<file path="config.mk">
export PLATFORM = sky130hd
export DESIGN_NAME = hssc_top
export DESIGN_NICKNAME = d
export VERILOG_FILES = /design/src/hssc_pkg.sv /design/src/hssc_pwm_if.sv /design/src/hssc_pwm_gen.sv /design/src/hssc_top.sv
export SDC_FILE = /design/constraint.sdc
export NUM_CORES = 1
export LEC_CHECK = 0
export BUFFER_PORTS_ARGS = -buffer_cell sky130_fd_sc_hd__buf_2
export CAP_MARGIN = 40
export CELL_PAD_IN_SITES_DETAIL_PLACEMENT = 0
export CELL_PAD_IN_SITES_GLOBAL_PLACEMENT = 1
export CORE_MARGIN = 8
export CORE_UTILIZATION = 25
export DETAILED_ROUTE_END_ITERATION = 12
export PLACE_DENSITY = 0.52
export SYNTH_ARGS = -nofsm -noshare
export SYNTH_HDL_FRONTEND = slang
export SYNTH_SLANG_ARGS = --single-unit
</file>
<file path="constraint.sdc">
create_clock -name clk_i -period 1.9 [get_ports clk_i]
set_input_delay 0.38 -clock clk_i [delete_from_list [all_inputs] [get_ports clk_i]]
set_output_delay 0.38 -clock clk_i [all_outputs]
set_load 0.01 [all_outputs]
</file>
<file path="src/hssc_pkg.sv">
// Purpose: Shared constants and types of the high-side switch control registers.
// Assumes: One 10 MHz clock; registers addressed by a 7-bit address.
// Notes: All offsets, field positions, reset values and timing counts live here.
package hssc_pkg;

	// ************************************************************
	// Clock and timing
	// ************************************************************
	localparam int CLK_HZ = 10_000_000;
	localparam int CLK_PERIOD_NS = 100;
	localparam int PWM_STEPS = 255;
	localparam int PWM_SLOW_HZ = 200;
	localparam int PWM_FAST_HZ = 400;
	// Clocks per duty step; the count rounds down so the period is never long.
	localparam int PWM_SLOW_TICKS = CLK_HZ / (PWM_SLOW_HZ * PWM_STEPS);
	localparam int PWM_FAST_TICKS = CLK_HZ / (PWM_FAST_HZ * PWM_STEPS);
	localparam int WAKE_FILTER_NS = 16_000;
	// Least filter time, rounded up to whole cycles.
	localparam int WAKE_FILTER_CYC = (WAKE_FILTER_NS + CLK_PERIOD_NS - 1) / CLK_PERIOD_NS;
	localparam int FO_SLOTS = 40;
	localparam int FO_SLOT_CYC = 250;
	localparam logic [5:0] FO_ON_20 = 6'h08;
	localparam logic [5:0] FO_ON_10 = 6'h04;
	localparam logic [5:0] FO_ON_5 = 6'h02;
	localparam logic [5:0] FO_ON_2P5 = 6'h01;

	// ************************************************************
	// Register offsets, masks and reset values
	// ************************************************************
	localparam logic [6:0] ADDR_SW_SHUTDOWN = 7'h10;
	localparam logic [6:0] ADDR_HS_SELECT_A = 7'h14;
	localparam logic [6:0] ADDR_HS_SELECT_B = 7'h15;
	localparam logic [6:0] ADDR_PIN_CONFIG = 7'h17;
	localparam logic [6:0] ADDR_PWM_DUTY_ONE = 7'h18;
	localparam logic [6:0] ADDR_PWM_DUTY_TWO = 7'h19;
	localparam logic [6:0] ADDR_PWM_FREQ = 7'h1c;
	localparam logic [7:0] SW_SHUTDOWN_MASK = 8'h70;
	localparam logic [7:0] RESET_VALUE = 8'h00;

	// ************************************************************
	// Field positions
	// ************************************************************
	localparam int OVERVOLT_DISABLE_BIT = 6;
	localparam int UNDERVOLT_DISABLE_BIT = 5;
	localparam int RECOVERY_BIT = 4;
	localparam int SRC_LOW_POS = 0;
	localparam int SRC_HIGH_POS = 4;
	localparam int FO_DUTY_POS = 6;
	localparam int PIN_ONE_POS = 0;
	localparam int PIN_TWO_POS = 3;
	localparam int PWM_ONE_FREQ_BIT = 0;
	localparam int PWM_TWO_FREQ_BIT = 2;

	// ************************************************************
	// Encodings
	// ************************************************************
	typedef enum logic [2:0]
	{
		SRC_OFF = 3'b000,
		SRC_ON = 3'b001,
		SRC_TIMER_ONE = 3'b010,
		SRC_TIMER_TWO = 3'b011,
		SRC_PULSE_ONE = 3'b100,
		SRC_PULSE_TWO = 3'b101,
		SRC_RSVD_A = 3'b110,
		SRC_RSVD_B = 3'b111
	} hssc_src_t;

	typedef enum logic [2:0]
	{
		PIN_OFF = 3'b100,
		PIN_WAKE = 3'b101,
		PIN_LOW_SIDE = 3'b110,
		PIN_HIGH_SIDE = 3'b111
	} hssc_pin_t;

endpackage

</file>
<file path="src/hssc_pwm_if.sv">
// Purpose: Carries one pulse generator's settings and output.
// Assumes: Settings are levels held by the register file.
// Notes: The generator drives out; the register file drives duty and fast.
`timescale 1ns/1ns
interface hssc_pwm_if;
	logic [7:0] duty;
	logic fast;
	logic out;
	modport gen
	(
		input duty,
		input fast,
		output out
	);
	modport ctrl
	(
		output duty,
		output fast,
		input out
	);
endinterface

</file>
<file path="src/hssc_pwm_gen.sv">
// Purpose: One pulse generator with 255 duty steps and two frequencies.
// Assumes: Duty and frequency settings are synchronous levels.
// Notes: Duty 0 never turns on; duty 255 never turns off.
`timescale 1ns/1ns
module hssc_pwm_gen
	import hssc_pkg::*;
#(
	parameter int SLOW_TICKS = PWM_SLOW_TICKS,
	parameter int FAST_TICKS = PWM_FAST_TICKS
)
(
	input wire logic clk_i,
	input wire logic rst_n_i,
	hssc_pwm_if.gen bus
);

	localparam int TW = $clog2(SLOW_TICKS + 1);

	// ************************************************************
	// Elaboration checks
	// ************************************************************
	if (FAST_TICKS < 1 || SLOW_TICKS < FAST_TICKS)
	begin : g_bad
		$error("Pulse generator tick counts out of range.");
	end

	logic [TW-1:0] tick_reg;
	logic [TW-1:0] tick_next;
	logic [7:0] step_reg;
	logic [7:0] step_next;
	logic out_reg;
	logic out_next;
	logic [TW-1:0] tick_last;

	// Step counter runs 0..254 so duty/255 is the on fraction.
	always_comb
	begin
		tick_last = bus.fast ? TW'(FAST_TICKS - 1) : TW'(SLOW_TICKS - 1);
		tick_next = tick_reg + TW'(1);
		step_next = step_reg;
		if (tick_reg >= tick_last)
		begin
			tick_next = '0;
			step_next = (step_reg >= 8'(PWM_STEPS - 1)) ? 8'h00 : step_reg + 8'h01;
		end
		out_next = (step_reg < bus.duty);
	end

	// Registers only.
	always_ff @(posedge clk_i or negedge rst_n_i)
	begin
		if (!rst_n_i)
		begin
			tick_reg <= '0;
			step_reg <= 8'h00;
			out_reg <= 1'b0;
		end
		else
		begin
			tick_reg <= tick_next;
			step_reg <= step_next;
			out_reg <= out_next;
		end
	end

	assign bus.out = out_reg;

endmodule

</file>
<file path="src/hssc_top.sv">
// Purpose: Control registers for four high-side switches and two general pins.
// Assumes: An upstream serial decoder presents one byte access per strobe.
// Notes: Timers and switch fault detectors sit outside and connect by level.
`timescale 1ns/1ns

// Notes on behaviour
// Reserved bits in shutdown and switch registers read zero, ignore writes.
// Shutdown bit 6 set disables switch-off on supply overvoltage.
// Shutdown bit 5 set disables switch-off on supply undervoltage.
// Bit 4 set restores previous switch state after supply fault; else stays off.
// Four 3-bit source fields at bits 2:0 and 6:4 of two registers.
// Source 000 off, 001 on, 010 timer one, 011 timer two.
// Source 100 pulse one, 101 pulse two; 110 and 111 reserved.
// Overcurrent or overtemperature clears that switch's source field.
// All these registers reset to zero on power-on and soft reset.
// Pin bits 7:6 pick output three duty: 20, 10, 5, 2.5 percent.
// Pin one codes 000-011 give fixed output two, 100 off.
// Pin two codes 000-011 give fixed output three, 100 off.
// Code 101 makes the pin a wake input with 16 us filter.
// Code 110 drives low-side switch on, 111 high-side switch on.
// Software using cyclic sensing assigns that timer to a switch.
// A timer runs once assigned to a switch and its on-time set.
// Pulse duty value over 255 gives on fraction; 0 off, 255 on.
// Pulse frequency bit 0 gives 200 Hz, 1 gives 400 Hz.
// Enabled supply fault forces all four switches off while it lasts.
// Fault clear of a source field beats a same-cycle software write.
module hssc_top
	import hssc_pkg::*;
#(
	parameter int WAKE_CYC = WAKE_FILTER_CYC,
	parameter int FO_SLOT = FO_SLOT_CYC
)
(
	input wire logic clk_i,
	input wire logic rst_n_i,
	input wire logic soft_reset_i,
	input wire logic [6:0] reg_addr_i,
	input wire logic reg_wr_i,
	input wire logic [7:0] reg_wdata_i,
	input wire logic reg_rd_i,
	output logic [7:0] reg_rdata_o,
	input wire logic supply_ov_i,
	input wire logic supply_uv_i,
	input wire logic [3:0] switch_overcurrent_i,
	input wire logic [3:0] switch_overtemp_i,
	input wire logic cyc_timer_one_i,
	input wire logic cyc_timer_two_i,
	input wire logic timer_one_ontime_set_i,
	input wire logic timer_two_ontime_set_i,
	output logic timer_one_active_o,
	output logic timer_two_active_o,
	output logic [3:0] switch_on_o,
	input wire logic fixed_duty_output_two_i,
	input wire logic [1:0] pin_level_i,
	output logic [1:0] pin_high_side_on_o,
	output logic [1:0] pin_low_side_on_o,
	output logic [1:0] pin_wake_o
);

	localparam int WW = $clog2(WAKE_CYC + 1);
	localparam int FW = $clog2(FO_SLOT + 1);

	// ************************************************************
	// Elaboration checks
	// ************************************************************
	if (WAKE_CYC < 1 || FO_SLOT < 1)
	begin : g_bad
		$error("Filter or slot count must be at least one cycle.");
	end

	// ************************************************************
	// Functions
	// ************************************************************
	// Level a switch takes for a given source code.
	function automatic logic src_level(input logic [2:0] code, input logic t1, input logic t2,
		input logic [1:0] pw);
		logic lvl;
		case (hssc_src_t'(code))
			SRC_OFF: lvl = 1'b0;
			SRC_ON: lvl = 1'b1;
			SRC_TIMER_ONE: lvl = t1;
			SRC_TIMER_TWO: lvl = t2;
			SRC_PULSE_ONE: lvl = pw[0];
			SRC_PULSE_TWO: lvl = pw[1];
			default: lvl = 1'b0;
		endcase
		return lvl;
	endfunction

	// On slots out of FO_SLOTS for each duty code of output three.
	function automatic logic [5:0] fo_on_slots(input logic [1:0] dc);
		logic [5:0] n;
		case (dc)
			2'b00: n = FO_ON_20;
			2'b01: n = FO_ON_10;
			2'b10: n = FO_ON_5;
			default: n = FO_ON_2P5;
		endcase
		return n;
	endfunction

	// ************************************************************
	// State
	// ************************************************************
	logic [7:0] shutdown_reg;
	logic [7:0] shutdown_next;
	logic [2:0] src_reg [4];
	logic [2:0] src_next [4];
	logic [7:0] pin_cfg_reg;
	logic [7:0] pin_cfg_next;
	logic [7:0] duty_reg [2];
	logic [7:0] duty_next [2];
	logic [1:0] freq_reg;
	logic [1:0] freq_next;
	logic [7:0] rdata_reg;
	logic [7:0] rdata_next;
	logic [3:0] switch_reg;
	logic [3:0] switch_next;
	logic [1:0] tmr_act_reg;
	logic [1:0] tmr_act_next;
	logic [1:0] pwm_lvl;
	logic supply_fault;
	logic [3:0] switch_fault;

	// ************************************************************
	// Pulse generators
	// ************************************************************
	genvar g;
	generate
		for (g = 0; g < 2; g++)
		begin : g_pwm
			hssc_pwm_if pwm_bus();
			assign pwm_bus.duty = duty_reg[g];
			assign pwm_bus.fast = freq_reg[g];
			assign pwm_lvl[g] = pwm_bus.out;
			hssc_pwm_gen u_gen
			(
				.clk_i(clk_i),
				.rst_n_i(rst_n_i),
				.bus(pwm_bus)
			);
		end
	endgenerate

	// ************************************************************
	// Register file and switch drive
	// ************************************************************
	// Supply fault counts only for the shutdowns that are left enabled.
	assign supply_fault = (supply_ov_i & ~shutdown_reg[OVERVOLT_DISABLE_BIT])
		| (supply_uv_i & ~shutdown_reg[UNDERVOLT_DISABLE_BIT]);
	assign switch_fault = switch_overcurrent_i | switch_overtemp_i;

	// Writes are applied first so that a hardware clear overrides them.
	always_comb
	begin
		shutdown_next = shutdown_reg;
		pin_cfg_next = pin_cfg_reg;
		duty_next = duty_reg;
		freq_next = freq_reg;
		src_next = src_reg;
		rdata_next = rdata_reg;
		if (reg_wr_i)
		begin
			case (reg_addr_i)
				ADDR_SW_SHUTDOWN: shutdown_next = reg_wdata_i & SW_SHUTDOWN_MASK;
				ADDR_HS_SELECT_A:
				begin
					src_next[0] = reg_wdata_i[SRC_LOW_POS +: 3];
					src_next[1] = reg_wdata_i[SRC_HIGH_POS +: 3];
				end
				ADDR_HS_SELECT_B:
				begin
					src_next[2] = reg_wdata_i[SRC_LOW_POS +: 3];
					src_next[3] = reg_wdata_i[SRC_HIGH_POS +: 3];
				end
				ADDR_PIN_CONFIG: pin_cfg_next = reg_wdata_i;
				ADDR_PWM_DUTY_ONE: duty_next[0] = reg_wdata_i;
				ADDR_PWM_DUTY_TWO: duty_next[1] = reg_wdata_i;
				ADDR_PWM_FREQ: freq_next = {reg_wdata_i[PWM_TWO_FREQ_BIT],
					reg_wdata_i[PWM_ONE_FREQ_BIT]};
				default: ;
			endcase
		end
		for (int i = 0; i < 4; i++)
		begin
			if (switch_fault[i])
			begin
				src_next[i] = SRC_OFF;
			end
			// Without recovery a supply fault drops the selection for good.
			if (supply_fault && !shutdown_reg[RECOVERY_BIT])
			begin
				src_next[i] = SRC_OFF;
			end
		end
		if (reg_rd_i)
		begin
			case (reg_addr_i)
				ADDR_SW_SHUTDOWN: rdata_next = shutdown_reg & SW_SHUTDOWN_MASK;
				ADDR_HS_SELECT_A: rdata_next = {1'b0, src_reg[1], 1'b0, src_reg[0]};
				ADDR_HS_SELECT_B: rdata_next = {1'b0, src_reg[3], 1'b0, src_reg[2]};
				ADDR_PIN_CONFIG: rdata_next = pin_cfg_reg;
				ADDR_PWM_DUTY_ONE: rdata_next = duty_reg[0];
				ADDR_PWM_DUTY_TWO: rdata_next = duty_reg[1];
				ADDR_PWM_FREQ: rdata_next = {5'h00, freq_reg[1], 1'b0, freq_reg[0]};
				default: rdata_next = 8'h00;
			endcase
		end
		if (soft_reset_i)
		begin
			shutdown_next = RESET_VALUE;
			pin_cfg_next = RESET_VALUE;
			duty_next = '{default: RESET_VALUE};
			freq_next = 2'b00;
			src_next = '{default: SRC_OFF};
		end
		// Outputs are forced low for the whole fault, whatever the selection.
		for (int i = 0; i < 4; i++)
		begin
			switch_next[i] = ~supply_fault & src_level(src_reg[i], cyc_timer_one_i,
				cyc_timer_two_i, pwm_lvl);
		end
		tmr_act_next = 2'b00;
		for (int i = 0; i < 4; i++)
		begin
			if (src_reg[i] == SRC_TIMER_ONE)
			begin
				tmr_act_next[0] = timer_one_ontime_set_i;
			end
			if (src_reg[i] == SRC_TIMER_TWO)
			begin
				tmr_act_next[1] = timer_two_ontime_set_i;
			end
		end
	end

	// Registers only.
	always_ff @(posedge clk_i or negedge rst_n_i)
	begin
		if (!rst_n_i)
		begin
			shutdown_reg <= RESET_VALUE;
			pin_cfg_reg <= RESET_VALUE;
			duty_reg <= '{default: RESET_VALUE};
			freq_reg <= 2'b00;
			src_reg <= '{default: SRC_OFF};
			rdata_reg <= 8'h00;
			switch_reg <= 4'h0;
			tmr_act_reg <= 2'b00;
		end
		else
		begin
			shutdown_reg <= shutdown_next;
			pin_cfg_reg <= pin_cfg_next;
			duty_reg <= duty_next;
			freq_reg <= freq_next;
			src_reg <= src_next;
			rdata_reg <= rdata_next;
			switch_reg <= switch_next;
			tmr_act_reg <= tmr_act_next;
		end
	end

	// ************************************************************
	// Fixed-duty output three and general pins
	// ************************************************************
	logic [FW-1:0] fo_tick_reg;
	logic [FW-1:0] fo_tick_next;
	logic [5:0] fo_slot_reg;
	logic [5:0] fo_slot_next;
	logic [WW-1:0] wcnt_reg [2];
	logic [WW-1:0] wcnt_next [2];
	logic [1:0] wake_reg;
	logic [1:0] wake_next;
	logic [1:0] phs_reg;
	logic [1:0] phs_next;
	logic [1:0] pls_reg;
	logic [1:0] pls_next;
	logic [1:0] fo_lvl;
	logic [2:0] mode [2];

	assign mode[0] = pin_cfg_reg[PIN_ONE_POS +: 3];
	assign mode[1] = pin_cfg_reg[PIN_TWO_POS +: 3];

	// Wake needs a full filter time of a steady new level before it changes.
	always_comb
	begin
		fo_tick_next = fo_tick_reg + FW'(1);
		fo_slot_next = fo_slot_reg;
		if (fo_tick_reg >= FW'(FO_SLOT - 1))
		begin
			fo_tick_next = '0;
			fo_slot_next = (fo_slot_reg >= 6'(FO_SLOTS - 1)) ? 6'h00 : fo_slot_reg + 6'h01;
		end
		fo_lvl[0] = fixed_duty_output_two_i;
		fo_lvl[1] = fo_slot_reg < fo_on_slots(pin_cfg_reg[FO_DUTY_POS +: 2]);
		for (int p = 0; p < 2; p++)
		begin
			wake_next[p] = wake_reg[p];
			wcnt_next[p] = '0;
			phs_next[p] = 1'b0;
			pls_next[p] = 1'b0;
			case (mode[p])
				PIN_OFF: wake_next[p] = 1'b0;
				PIN_WAKE:
				begin
					if (pin_level_i[p] != wake_reg[p])
					begin
						wcnt_next[p] = wcnt_reg[p] + WW'(1);
						if (wcnt_reg[p] >= WW'(WAKE_CYC - 1))
						begin
							wake_next[p] = pin_level_i[p];
							wcnt_next[p] = '0;
						end
					end
				end
				PIN_LOW_SIDE:
				begin
					wake_next[p] = 1'b0;
					pls_next[p] = 1'b1;
				end
				PIN_HIGH_SIDE:
				begin
					wake_next[p] = 1'b0;
					phs_next[p] = 1'b1;
				end
				default:
				begin
					wake_next[p] = 1'b0;
					phs_next[p] = fo_lvl[p];
				end
			endcase
		end
	end

	// Registers only.
	always_ff @(posedge clk_i or negedge rst_n_i)
	begin
		if (!rst_n_i)
		begin
			fo_tick_reg <= '0;
			fo_slot_reg <= 6'h00;
			wcnt_reg <= '{default: '0};
			wake_reg <= 2'b00;
			phs_reg <= 2'b00;
			pls_reg <= 2'b00;
		end
		else
		begin
			fo_tick_reg <= fo_tick_next;
			fo_slot_reg <= fo_slot_next;
			wcnt_reg <= wcnt_next;
			wake_reg <= wake_next;
			phs_reg <= phs_next;
			pls_reg <= pls_next;
		end
	end

	assign reg_rdata_o = rdata_reg;
	assign switch_on_o = switch_reg;
	assign timer_one_active_o = tmr_act_reg[0];
	assign timer_two_active_o = tmr_act_reg[1];
	assign pin_high_side_on_o = phs_reg;
	assign pin_low_side_on_o = pls_reg;
	assign pin_wake_o = wake_reg;

endmodule

</file>
After elaboration in Yosys (flattened, before gate mapping)
Cells that the tools add are included. Widths: inputs -> output; s select.

Register bits after elaboration: 129. Latch bits: 0. RAM bits: 0. Bits in read-only memories: 0. Input bits: 37. Output and inout port bits: 20. Logic and storage cells: 192. Memories: 0.

Add/sub/neg operators: 8. $mul: 0. Divide/modulo/power cells: 0. $lt $le $gt $ge: 11. Equality and inequality tests: 43. Shift-type cells: 0. Multiplexer cells: 63. Bitwise gates (word level): 11. Reduce and logical (&&, ||, !) cells: 30.

Operators with widths (count): $mux 8 (18); $add 8x1->8 const B (7); $pmux 8 s7 (1); $eq 7x5->1 const B (7); $eq 3x3->1 const B (16); $ge 8x8->1 const B (5); $mux 16 (2); $reduce_bool 4->1 (8); $eq 3x2->1 const B (8); $mux 12 (2); $mux 3 (8); $reduce_and 2->1 (11); $mux 7 (3); $pmux 1 s5 (4); $mux 6 (3); $ge 8x8->1 (2); $lt 8x8->1 (2); $mux 1 (16); $eq 3x1->1 const B (4); $pmux 4 s3 (1); $reduce_bool 2->1 (6); $ne 2x2->1 const B (4); $add 6x1->6 const B (1); $and 1x1->1 (6); other kinds (14) (21).

Depth between registers and ports, before layout
Gate-level depths: netlist (run 1).

Depth in word-level cells: 6. Mapped depth: 7. Depth with buffers taken out: 6.

By module
From an unflattened synthesis (run 1), not the netlist that was laid out.

Cell total of the unflattened synthesis: 665. Area, all modules: 6760.2 sq um.

Modules (own cells, without submodules): hssc_top (instances 1, cells an instance 449, area an instance 4615.7 sq um, sequential area each 2277.2 sq um); hssc_pwm_gen (instances 2, cells an instance 108, area an instance 1072.3 sq um, sequential area each 425.4 sq um).

Least setup slack after synthesis (run 1)
No wires, ideal clock.

Kind: flip-flop to flip-flop. From: register freq_reg[0]. To: register g_pwm[0].u_gen.step_reg[5]. Setup time: 119 ps. Data arrival time: 1521 ps. Required time: 1781 ps. Path slack: 260 ps. Stages on the path, launching flop included: 8. Buffers on the path: 1. Clock period less this slack: 1640 ps. Cell sequence: dfrtp_1 > inv_1 > ha_1 > o211ai_1 > a22oi_2 > buf_2 > o21ai_0 > a21bo_2.

Cells in the longest elaborated chain, start to end: 2.

Ends and longest elaborated chain: start, declared (line hssc_top.sv:113) `logic [1:0] freq_reg;`; start signal, assigned (line hssc_top.sv:256) `freq_reg <= freq_next;`; $mux 8 (line hssc_pwm_gen.sv:38) `tick_last = bus.fast ? TW'(FAST_TICKS - 1) : TW'(SLOW_TICKS - 1);`; $ge 8x8->1 (line hssc_pwm_gen.sv:41) `if (tick_reg >= tick_last)`; end signal, assigned (line hssc_pwm_gen.sv:61) `step_reg <= step_next;`; end, declared (line hssc_pwm_gen.sv:29) `logic [7:0] step_reg;`.

Every way passes these cells. A chain may end at the register's enable or synchronous reset.

Worst setup path after layout (run 1)
From: register pin_cfg_reg[7]. To: register phs_reg[1] (netlist: pin_high_side_on_o[1]).

Cells in the longest elaborated chain, start to end: 4. Elaborated cells between the ends (all ways): 6. Those cells by class: order compare (1); eq/ne (2); mux (2); reduce/logical (1).

Ends and longest elaborated chain: start, declared (line hssc_top.sv:109) `logic [7:0] pin_cfg_reg;`; start signal, assigned (line hssc_top.sv:254) `pin_cfg_reg <= pin_cfg_next;`; $eq 2x2->1, or another cell as far along (line hssc_top.sv:93) `case (dc)`; $pmux 4 s3 * (line hssc_top.sv:93); $lt 6x6->1 * (line hssc_top.sv:296) `fo_lvl[1] = fo_slot_reg < fo_on_slots(pin_cfg_reg[FO_DUTY_POS +: 2]);`; $pmux 1 s2 * (line hssc_top.sv:303) `case (mode[p])`; net phs_next[1] (line hssc_top.sv:276) `logic [1:0] phs_next;`; end signal, assigned (line hssc_top.sv:354) `phs_reg <= phs_next;`; end, declared (line hssc_top.sv:275) `logic [1:0] phs_reg;`.

Mark *: on every way through the listed nets, which the timed path passes. The rest lies on a longest branch.

==> summary.md, run 1 <==
| Metric | Value |
|---|---|
| Status | finished, final reports clean |
| DR vias | 5285 |
| Power Total | 6.423 mW |
| Warnings, synthesis | 0 |
| Netlist Area Pre-Place | 6888 um2 |
| First-pass iteration count of the detailed router | 4 |
| Total core area | 27030 um2 |
| Number of global-route vias before repair | 5334 |
| Area growth from synthesis to layout | 21.36% |
| Hold Path Class | in2reg |
| Pre-CTS setup slack | 101.5 ps |
| Req. time, crit path | 2260 ps |
| EDFF count, synth | 0 |
| Setup slack after layout | 108.1 ps |
| R2R Setup Slk | 110 ps |
| Worst path bufs/invs | 1 |
| Startpoint types | flip-flop |
| Inserted Diodes | 0 |
| Flop pwr share | 41.6% |
| Yosys top cell area share | 45.41% |
| Worst VDD drop | 0.5880 mV |
| Max Clk Rate | 0.5581 GHz |
| Fin area | 8359 um2 |
| Leading post-synthesis cells by cell area | dfrtp_1 (45%), mux2i_1 (7.3%), ha_1 (6.4%) |
| Setup crit end kind | flip-flop |
| Syn_nets | 747 |
| Worst Hold End | src_reg[1] |
| Ports | 57 |
| Worst-case reg-to-reg path depth | 5 |
| CTS tree | yes |
| Num Clock Sinks | 125 |
| Clock Power Share | 54.1% |
| Combinational power share | 4.4% |
| Sw Pwr | 1.489 mW |
| Setup total negative slack | 0 ps |
| Internal | 4.934 mW |
| Period utilisation layout | 94.31% |
| Number of port buffers | 56 |
| # nets final | 825 |
| Pin count of the biggest net entering global routing | 48 |
| Ratio of cells with drive above 1 in the final layout | 18.67% |
| Register bit total from synthesis | 125 |
| Critical Path AT | 2150 ps |
| Gr ovfl total | 0 |
| Most common flop cell mapped by yosys | dfrtp_1 |
| Initial core utilization | 25.49% |
| Min Tclk post-route | 1792 ps |
| RSZ-0062 raised after global routing | false |
| Worst flop-to-flop path startpoint | pin_cfg_reg[7] |
| CP Max Fanout | 2 |
| First-pass GRT wire length | 31020 um |
| Post-DP Area | 7711 um2 |
| Clock Latency Late Sink | 420 ps |
| DR WL/cell | 17.40 um |
| Slowest-stage cell, CP | or4_1 |
| Sw Share | 23.18% |
| Hold path depth | 2 |
| Initial antenna violation count | 1 |
| # H-tree levels | 4 |
| Mapped Cells | 675 |
| Critical Path Max Stage Delay | 430 ps |
| Placer's final routability congestion estimate | 0.7452 |
| Post-route ant nets | 0 |
| Die Y | 182.0 um |
| PD cells | 768.3 nW/um2 |
| Post-synth cell types | 72 |
| DRT iter0 DRCs | 295 |
| Max Cap Viol | 0 |
| R2r endpoint | pin_high_side_on_o[1] |
| Synth async-reset ratio | 100.0% |
| CP top delay family | simple AND/OR/NAND/NOR gates |
| Setup violations, final | 0 |
| Residual DRC count | 0 |
| Clk slew on worst S/H paths | 60 ps |
| Total global-route track usage | 11.92% |
| Slew HR | 66.28% |
| Longest Clk Path Bufs | 2 |
| Total Wirelength | 19260 um |
| Area leader, netlist | dfrtp_1 |
| Row cnt | 60 |
| Post-CTS setup buffer count | 0 |
| CP Cell Sequence | or2_2, ha_1, or4_1, o31ai_1, buf_4 |
| Final Skew | 8.815 ps |
| Worst-Margin Slew | 505.8 ps |
| Fin util | 30.93% |
| Mean post-synth cell area | 10.20 um2 |
| WS Path Type | reg2reg |
| Detail Placement HPWL | 14180 um |
| Clk root buf | clkbuf_16 |
| Die Wd | 182.0 um |
| Post-synthesis sequential area ratio | 45.41% |
| Crit. path cell count | 5 |
| CTS buffer count | 17 |
| Die area | 33120 um2 |
| Leakage | 3.903 nW |
| Via/cell ratio | 4.774 |
| Final Max Slew Viols | 0 |
| Final Hold Fails | 0 |
| Hold_sp | switch_overcurrent_i[3] |
worst max path at each step:
stage	startpoint	to	slack [ps]
2_1_floorplan	freq_reg[0]	g_pwm[0].u_gen.step_reg[5]	260
3_3_place_gp	reg_addr_i[5]	pin_cfg_reg[0]	130
3_5_place_dp	g_pwm[1].u_gen.tick_reg[1]	g_pwm[1].u_gen.step_reg[7]	100
4_1_cts	pin_cfg_reg[7]	pin_high_side_on_o[1]	100
5_1_grt	pin_cfg_reg[7]	pin_high_side_on_o[1]	10
6_report	pin_cfg_reg[7]	pin_high_side_on_o[1]	110
power by group through the flow:
stage          Sequential [mW]  Clock (mW)  Combinational, mW
3_5_place_dp              2.72           0              0.284
4_1_cts                   2.67        3.58              0.288
6_report                  2.67        3.47              0.281
3_3_place_gp              2.72           0              0.286
5_1_grt                   2.67        3.68              0.308
2_1_floorplan             2.72           0             0.0943
final cells by class:
cell class / instances / area, um2
clock inverters: 12 / 160.2
repair buffers: 87 / 571.8
flip-flops and latches: 125 / 3128
multi-input cells: 486 / 3471
clock buffers: 20 / 466.7
fillers: 2821 / 18670
inverters: 36 / 135.1
well taps: 341 / 426.7
kinds of logic (layout without fill, tap and decap cells):
| kind of cell | after synthesis | after routing | synth area share, % |
|---|---|---|---|
| AO/OA/AOI/OAI | 127 | 127 | 13.30 |
| adder cells (fa/ha/maj) | 35 | 35 | 6.358 |
| buffers and inverters | 64 | 155 | 4.360 |
| AND/OR/NAND/NOR | 246 | 246 | 19.67 |
| multiplexers | 52 | 52 | 7.593 |
| flip-flops | 125 | 125 | 45.41 |
| XOR/XNOR | 26 | 26 | 3.306 |
synth_stat cells, types with 4 or more instances:
master	count
and3_1	16
buf_2	8
and2_1	5
or3_1	6
xor2_1	18
a21oi_1	19
a21boi_0	4
nor4_1	14
mux2i_1	50
dfrtp_1	125
xnor2_1	8
nor2_1	81
and4_1	4
a22oi_1	5
nor2b_1	12
nand2b_1	11
o31ai_1	4
a31oi_1	10
nand3b_1	9
nand2_1	23
o21ai_0	26
a41oi_1	7
a32oi_1	6
nor3_1	4
inv_1	36
nand3_1	36
a21o_1	5
ha_1	35
nand4_1	5
o22ai_1	4
clkbuf_1	13
metal layers:
layer | GRT usage [%] | up-vias | routed length, um
met5 | 0 | - | 13
met4 | 4.034 | 2 | 362
met3 | 2.954 | 21 | 790
met2 | 17.83 | 77 | 8485
met1 | 16.47 | 2575 | 9608
li1 | - | 2610 | -
cells in the final DEF, fill, tap and decap left out, types with 10 or more instances in the layout:
master and count:
nand2_1 23, a21oi_1 19, nor2b_1 12, nand2b_1 11, nor4_1 14, dfrtp_1 125, xor2_1 18, buf_4 26
and3_1 16, buf_2 55, nand3_1 36, inv_1 36, o21ai_0 26, a31oi_1 10, mux2i_1 50, clkbuf_16 17
ha_1 35, nor2_1 81
per-stage QoR:
| step | hold WS [ps] | cells |
|---|---|---|
| after floorplan | 84.41 | 675 |
| after global placement | 361.8 | 1074 |
| after detailed placement | 366.3 | 1074 |
| after CTS | 134.2 | 1107 |
| after global routing | 140.2 | 1107 |
| final | 158.3 | 1107 |
repair_timing:
action,4_1_cts,5_1_grt
hold buffers,1,0
gates resized for setup,0,2
hold endpoints to repair,42,0
setup endpoints to repair,0,3
(Power assumes the default switching activity.)
==> run 2, diff against run 1 <==
==> constraint.sdc (replaced) <==
create_clock -name clk_i -period 2 [get_ports clk_i]
set_input_delay 0.2 -clock clk_i [delete_from_list [all_inputs] [get_ports clk_i]]
set_output_delay 0.2 -clock clk_i [all_outputs]
set_load 0.01 [all_outputs]
==> run 2 against run 1 <==
  * Power is 4.1% lower
  * Final area is 0.42% lower
  * Global-route usage is 0.12 points lower
  * Sequential power is 5% lower
  * Critical path depth is 1 higher
  * Die area stayed put
  * Largest cell class unchanged
  * Largest power group unchanged
==> summary.md, run 2 (synthesis gave the netlist of run 1 again) <==
| Metric | Value |
|---|---|
| Status | finished, final reports clean |
| Critical Path AT | 2130 ps (-20 ps) |
| RSZ-0062 raised after global routing | false |
| Clk slew on worst S/H paths | 60 ps (about the same) |
| DR WL/cell | 17.08 um (-1.8%) |
| Max Clk Rate | 0.5559 GHz (-0.40%) |
| Setup total negative slack | 0 ps (unchanged) |
| Number of port buffers | 56 (unchanged) |
| Num Clock Sinks | 125 (unchanged) |
| Pre-CTS setup slack | 221.5 ps (+120.0 ps) |
| Final Max Slew Viols | 0 (unchanged) |
| Total global-route track usage | 11.80% (-0.12 points) |
| DRT iter0 DRCs | 281 (-4.7%) |
| Cts hold-fix bufs | 10 (+9) |
| Residual DRC count | 0 (unchanged) |
| Placed cells | 1061 (-1.2%) |
| PD cells | 740.1 nW/um2 (-3.7%) |
| Commonest non-fill, non-tap cell in the layout | dfrtp_1 |
| Crit. path cell count | 6 (+1) |
| Most frequent cells in the layout | dfrtp_1 (125), nor2_1 (81), buf_2 (55), mux2i_1 (50) |
| Fin util | 30.80% (-0.13 points) |
| # H-tree levels | 4 (unchanged) |
| Total core area | 27030 um2 (unchanged) |
| Pin count of the biggest net entering global routing | 45 (-6.3%) |
| Final Hold Fails | 0 (unchanged) |
| Total Wirelength | 18840 um (-2.2%) |
| Critical Path Max Stage Delay | 420 ps (about the same) |
| Startpoint types | flip-flop |
| CP Cell Sequence | ha_1, a211oi_1, a2bb2oi_2, buf_4, and2_1, a41oi_1 |
| Hold Path Class | in2reg |
| Die Y | 182.0 um (unchanged) |
| WS Path Type | reg2reg |
| Longest Clk Path Bufs | 2 (unchanged) |
| Post-cts sizing count | 0 (unchanged) |
| Worst-Margin Slew | 450.9 ps (-54.92 ps) |
| Post-CTS setup buffer count | 0 (unchanged) |
| Hold path depth | 2 (unchanged) |
| Gr ovfl total | 0 (unchanged) |
| Detail Placement HPWL | 13800 um (-2.7%) |
| # fillers | 2817 (-0.14%) |
| Min Tclk post-route | 1799 ps (+7.141 ps) |
| Placer's final routability congestion estimate | 0.7717 (+3.6%) |
| First-pass GRT wire length | 30870 um (-0.49%) |
| CP Max Fanout | 15 (+13) |
| Setup slack after layout | 201.0 ps (+92.86 ps) |
| Setup violations, final | 0 (unchanged) |
| Period utilisation layout | 89.95% (-4.4 points) |
| Ratio of cells with drive above 1 in the final layout | 16.54% (-2.1 points) |
| First-pass iteration count of the detailed router | 5 (+1) |
| DR vias | 5255 (-0.57%) |
| Slew HR | 69.94% (+3.7 points) |
| Leakage | 3.875 nW (-0.73%) |
| Setup crit end kind | flip-flop |
| Die Wd | 182.0 um (unchanged) |
| Max Cap Viol | 0 (unchanged) |
| Clk root buf | clkbuf_16 |
| Final Instance Count excl. Fillers | 1103 (-0.36%) |
| CP top delay family | compound AO/OA/AOI/OAI gates |
| Clock Latency Late Sink | 410 ps (about the same) |
| Row cnt | 60 (unchanged) |
| Ports | 57 (unchanged) |
| Via/cell ratio | 4.764 (-0.21%) |
| Worst path bufs/invs | 1 (unchanged) |
| Slowest-stage cell, CP | dfrtp_1 |
| Req. time, crit path | 2330 ps (+70 ps) |
| Initial antenna violation count | 1 (unchanged) |
| Inserted Diodes | 0 (unchanged) |
| Die area | 33120 um2 (unchanged) |
| Initial core utilization | 25.49% (unchanged) |
| Number of global-route vias before repair | 5403 (+1.3%) |
| CTS tree | yes |
| # nets final | 821 (-0.48%) |
| Area growth from synthesis to layout | 20.85% |
| Power Total | 6.161 mW (-4.1%) |
| Worst VDD drop | 0.5349 mV (-9.0%) |
| Post-route ant nets | 0 (unchanged) |
| Final Skew | 6.049 ps (-2.766 ps) |
| Worst-case reg-to-reg path depth | 6 (+1) |
| CTS buffer count | 17 (unchanged) |
==> run 2: cell count changes in the layout (fill, tap and decap cells not counted), moves of 2 or more <==
cell,previous run,this run
buf_12,4,2
buf_4,26,15
clkbuf_1,0,2
dlygate4sd3_1,1,10
inv_6,2,0
==> run 2: per-layer routing <==
metal | track usage [%] | vias to the layer above | wire, um
met5 | 0 | - | 10
met4 | 3.706 | 2 | 306
met3 | 2.934 | 18 | 645
met2 | 18.21 | 101 | 8466
met1 | 15.95 | 2527 | 9411
li1 | - | 2607 | -
==> run 2: per-stage QoR <==
| step | instance area, um2 | hold WS (ps) |
|---|---|---|
| finish | 8324 | 17.87 |
| global route | 8324 | 6.186 |
| CTS | 8324 | 0.02517 |
| detailed placement | 7589 | 146.1 |
| global placement | 7589 | 148.1 |
| floorplan | 6888 | -95.59 |
==> run 2: worst reg2reg max path, stage by stage (launching register included) <==
cell and delay [ps]:
dfrtp_1 420, ha_1 310, a211oi_1 320, a2bb2oi_2 120, buf_4 200, and2_1 160
a41oi_1 190
==> run 2: path summary, 6_finish.rpt <==
path / start / endpoint / slack, ps
setup / recovery: g_pwm[1].u_gen.tick_reg[1] / g_pwm[1].u_gen.step_reg[7] / 200
hold reg to reg: wcnt_reg[7] / wcnt_reg[7] / 500
hold / removal: timer_one_ontime_set_i / tmr_act_reg[0] / 20
min in group asynchronous: rst_n_i / wcnt_reg[10] / 260
setup reg to reg: g_pwm[1].u_gen.tick_reg[1] / g_pwm[1].u_gen.step_reg[7] / 200
max in group asynchronous: rst_n_i / g_pwm[0].u_gen.tick_reg[5] / 1130
==> run 2: area by class of cell <==
class                           count  area (um2)  area share, %
Clock buffer                       22       474.2          5.697
Clock inverter                     10       161.4          1.939
Inverter                           36       135.1          1.623
Multi-Input combinational cell    486        3460          41.56
Sequential cell                   125        3128          37.58
Tap cell                          341       426.7          5.126
Timing Repair Buffer               83       539.3          6.478
==> run 2: where the power goes <==
group / internal [mW] / switching, mW / total [mW]
combinational: 0.0863 / 0.178 / 0.264
sequential: 2.53 / 0.00318 / 2.54
clock: 2.18 / 1.18 / 3.36
total: 4.80 / 1.36 / 6.16
==> run 3, diff against run 2 <==
PLACE_DENSITY = not set   (was 0.52)
PLACE_DENSITY_LB_ADDON = 0.1   (was not set)
clock period = 1.55 ns   (was 2 ns; I/O delays follow)
==> run 3 against run 2 <==
  * The flow now finishes with violations (setup timing)
  * Clock skew rose by 4.2 ps
  * Hold slack improved by 21 ps
  * Power rose by 24%
  * Sequential cell count did not move
  * Count of clock-buffer cells in the layout fell by 2
  * Worst setup slack got worse by 390 ps
  * Fmax rose by 3.5%
  * Critical path depth rose by 1
  * Final cell count rose by 8.1%
  * Core utilization rose by 4.1 points
  * Highest routed layer unchanged
==> summary.md, run 3 (synthesis gave the netlist of run 1 again) <==
| Metric | Value |
|---|---|
| Slew HR | 68.69% (-1.2 points) |
| Row cnt | 60 (unchanged) |
| Setup total negative slack | -2532 ps (-2532 ps) |
| Min Tclk post-route | 1739 ps (-60.17 ps) |
| Clk root buf | clkbuf_16 |
| Longest Clk Path Bufs | 2 (unchanged) |
| PD cells | 811.4 nW/um2 (+9.6%) |
| Hold Path Class | in2reg |
| Final Max Slew Viols | 0 (unchanged) |
| Num Clock Sinks | 125 (unchanged) |
| Fin util | 34.91% (+4.1 points) |
| Ports | 57 (unchanged) |
| Detail Placement HPWL | 14970 um (+8.5%) |
| Worst-case reg-to-reg path depth | 7 (+1) |
| R2r endpoint | g_pwm[0].u_gen.step_reg[4] |
| CP Max Fanout | 8 (-7) |
| Power Total | 7.654 mW (+24%) |
| Placed cells | 1134 (+6.9%) |
| # H-tree levels | 4 (unchanged) |
| CTS tree | yes |
| Violated checks | setup timing |
| Setup violations, final | 32 (+32) |
| Leakage | 4.305 nW (+11%) |
| Total Wirelength | 20860 um (+11%) |
| R2R Setup Slk | -190 ps (-390 ps) |
| Total global-route track usage | 12.67% (+0.87 points) |
| Initial core utilization | 25.49% (unchanged) |
| Via/cell ratio | 4.819 (+1.1%) |
| Commonest non-fill, non-tap cell in the layout | dfrtp_1 |
| Clk slew on worst S/H paths | 60 ps (about the same) |
| Crit path launch | freq_reg[0] |
| Setup crit end kind | flip-flop |
| Number of global-route vias before repair | 5854 (+8.3%) |
| Die Wd | 182.0 um (unchanged) |
| Placer's final routability congestion estimate | 0.7484 (-3.0%) |
| Startpoint types | flip-flop |
| Status | finished, violations left |
| Die area | 33120 um2 (unchanged) |
| Total core area | 27030 um2 (unchanged) |
| Ratio of cells with drive above 1 in the final layout | 32.67% (+16 points) |
| Multi-input gate area | 3915 um2 (+13%) |
| Worst VDD drop | 0.5176 mV (-3.2%) |
| Most frequent cells in the layout | dfrtp_1 (121), buf_4 (89), nor2_1 (71), buf_2 (55), mux2i_1 (50) |
| DR vias | 5744 (+9.3%) |
| Req. time, crit path | 1830 ps (-500 ps) |
| Post-route ant nets | 0 (unchanged) |
| Final Instance Count excl. Fillers | 1192 (+8.1%) |
| Critical Path AT | 2020 ps (-110 ps) |
| Worst Setup EP | g_pwm[0].u_gen.step_reg[4] |
| Worst-Margin Slew | 469.7 ps (+18.74 ps) |
| Max Cap Viol | 0 (unchanged) |
| Worst flop-to-flop path startpoint | freq_reg[0] |
| Setup slack after layout | -188.9 ps (-389.8 ps) |
| Initial antenna violation count | 2 (+1) |
| Inserted Diodes | 0 (unchanged) |
| Final Hold Fails | 0 (unchanged) |
| Final Skew | 10.29 ps (+4.246 ps) |
| RSZ-0062 raised after global routing | true |
| WS Path Type | reg2reg |
| Area growth from synthesis to layout | 36.97% |
| FF/Latch Area | 3133 um2 (+0.16%) |
| # fillers | 2725 (-3.3%) |
| CTS buffer count | 17 (unchanged) |
| Fin area | 9434 um2 (+13%) |
| Residual DRC count | 0 (unchanged) |
| # nets final | 910 (+11%) |
| Die Y | 182.0 um (unchanged) |
| Gr ovfl total | 0 (unchanged) |
| DR WL/cell | 17.50 um (+2.4%) |
| Pin count of the biggest net entering global routing | 81 (+80%) |
| Clock Latency Late Sink | 410 ps (about the same) |
| Post-DP Area | 8177 um2 (+7.7%) |
| Period utilisation layout | 112.2% (+22 points) |
| Number of port buffers | 56 (unchanged) |
| DRT iter0 DRCs | 373 (+33%) |
| Worst hold slack | 38.91 ps (+21.04 ps) |
| Pre-CTS setup slack | -213.3 ps (-434.8 ps) |
| Max Clk Rate | 0.5751 GHz (+3.5%) |
| First-pass iteration count of the detailed router | 4 (-1) |
| First-pass GRT wire length | 33210 um (+7.6%) |
-- run 3: changes by cell type in the layout (fill, tap and decap cells not counted), sizes merged, moves of 2 or more --
cell,previous run,this run
buf,73,156
clkinvlp,3,7
dlygate4sd3,10,13
bufinv,4,2
clkbuf,22,20
clkinv,3,1
inv,36,38
-- run 3: where the power goes --
group | internal, mW | leakage (nW) | switching, mW
sequential | 3.27 | 1.69 | 0.00411
clock | 2.42 | 0.262 | 1.58
combinational | 0.144 | 2.35 | 0.236
-- run 3: final cells by class --
type | count | share of cell area [%]
clock buffers | 20 | 4.735
multi-input cells | 489 | 41.50
clock inverters | 12 | 1.472
well taps | 341 | 4.523
inverters | 36 | 1.432
flip-flops and latches | 125 | 33.21
repair buffers | 169 | 13.13
-- run 3: how the worst min path moves through the flow --
stage / to / cells after the start / from
after floorplan: fo_slot_reg[0] / 0 / rst_n_i
after global placement: wcnt_reg[12] / 2 / rst_n_i
after detailed placement: src_reg[2] / 2 / rst_n_i
after CTS: pin_wake_o[0] / 3 / pin_level_i[0]
after global routing: pin_wake_o[0] / 3 / pin_level_i[0]
final: pin_wake_o[0] / 3 / pin_level_i[0]
-- run 3: timing repair --
action	CTS	global route
pin swaps	16	33
gates resized for setup	40	60
hold buffers	13	0
buffers inserted	5	8
endpoints found under the hold margin	141	0
setup endpoints to repair	49	45
cloned	2	1
-- run 3: routing by layer --
layer	share of wire [%]	track usage [%]	vias to the layer above	routed length, um
met5	0.12	0	-	25
met4	1.1	3.214	4	227
met3	4.0	3.094	16	838
met2	47	20.35	96	9810
met1	48	16.79	2839	9955
li1	-	-	2789	-
-- run 3: worst max-delay path, cell delays in order (launching register included) --
cell and delay, ps:
dfrtp_2 450, ha_1 320, a211oi_4 270, a22oi_2 100
buf_6 150, buf_6 130, a41oi_2 150, a31oi_1 50
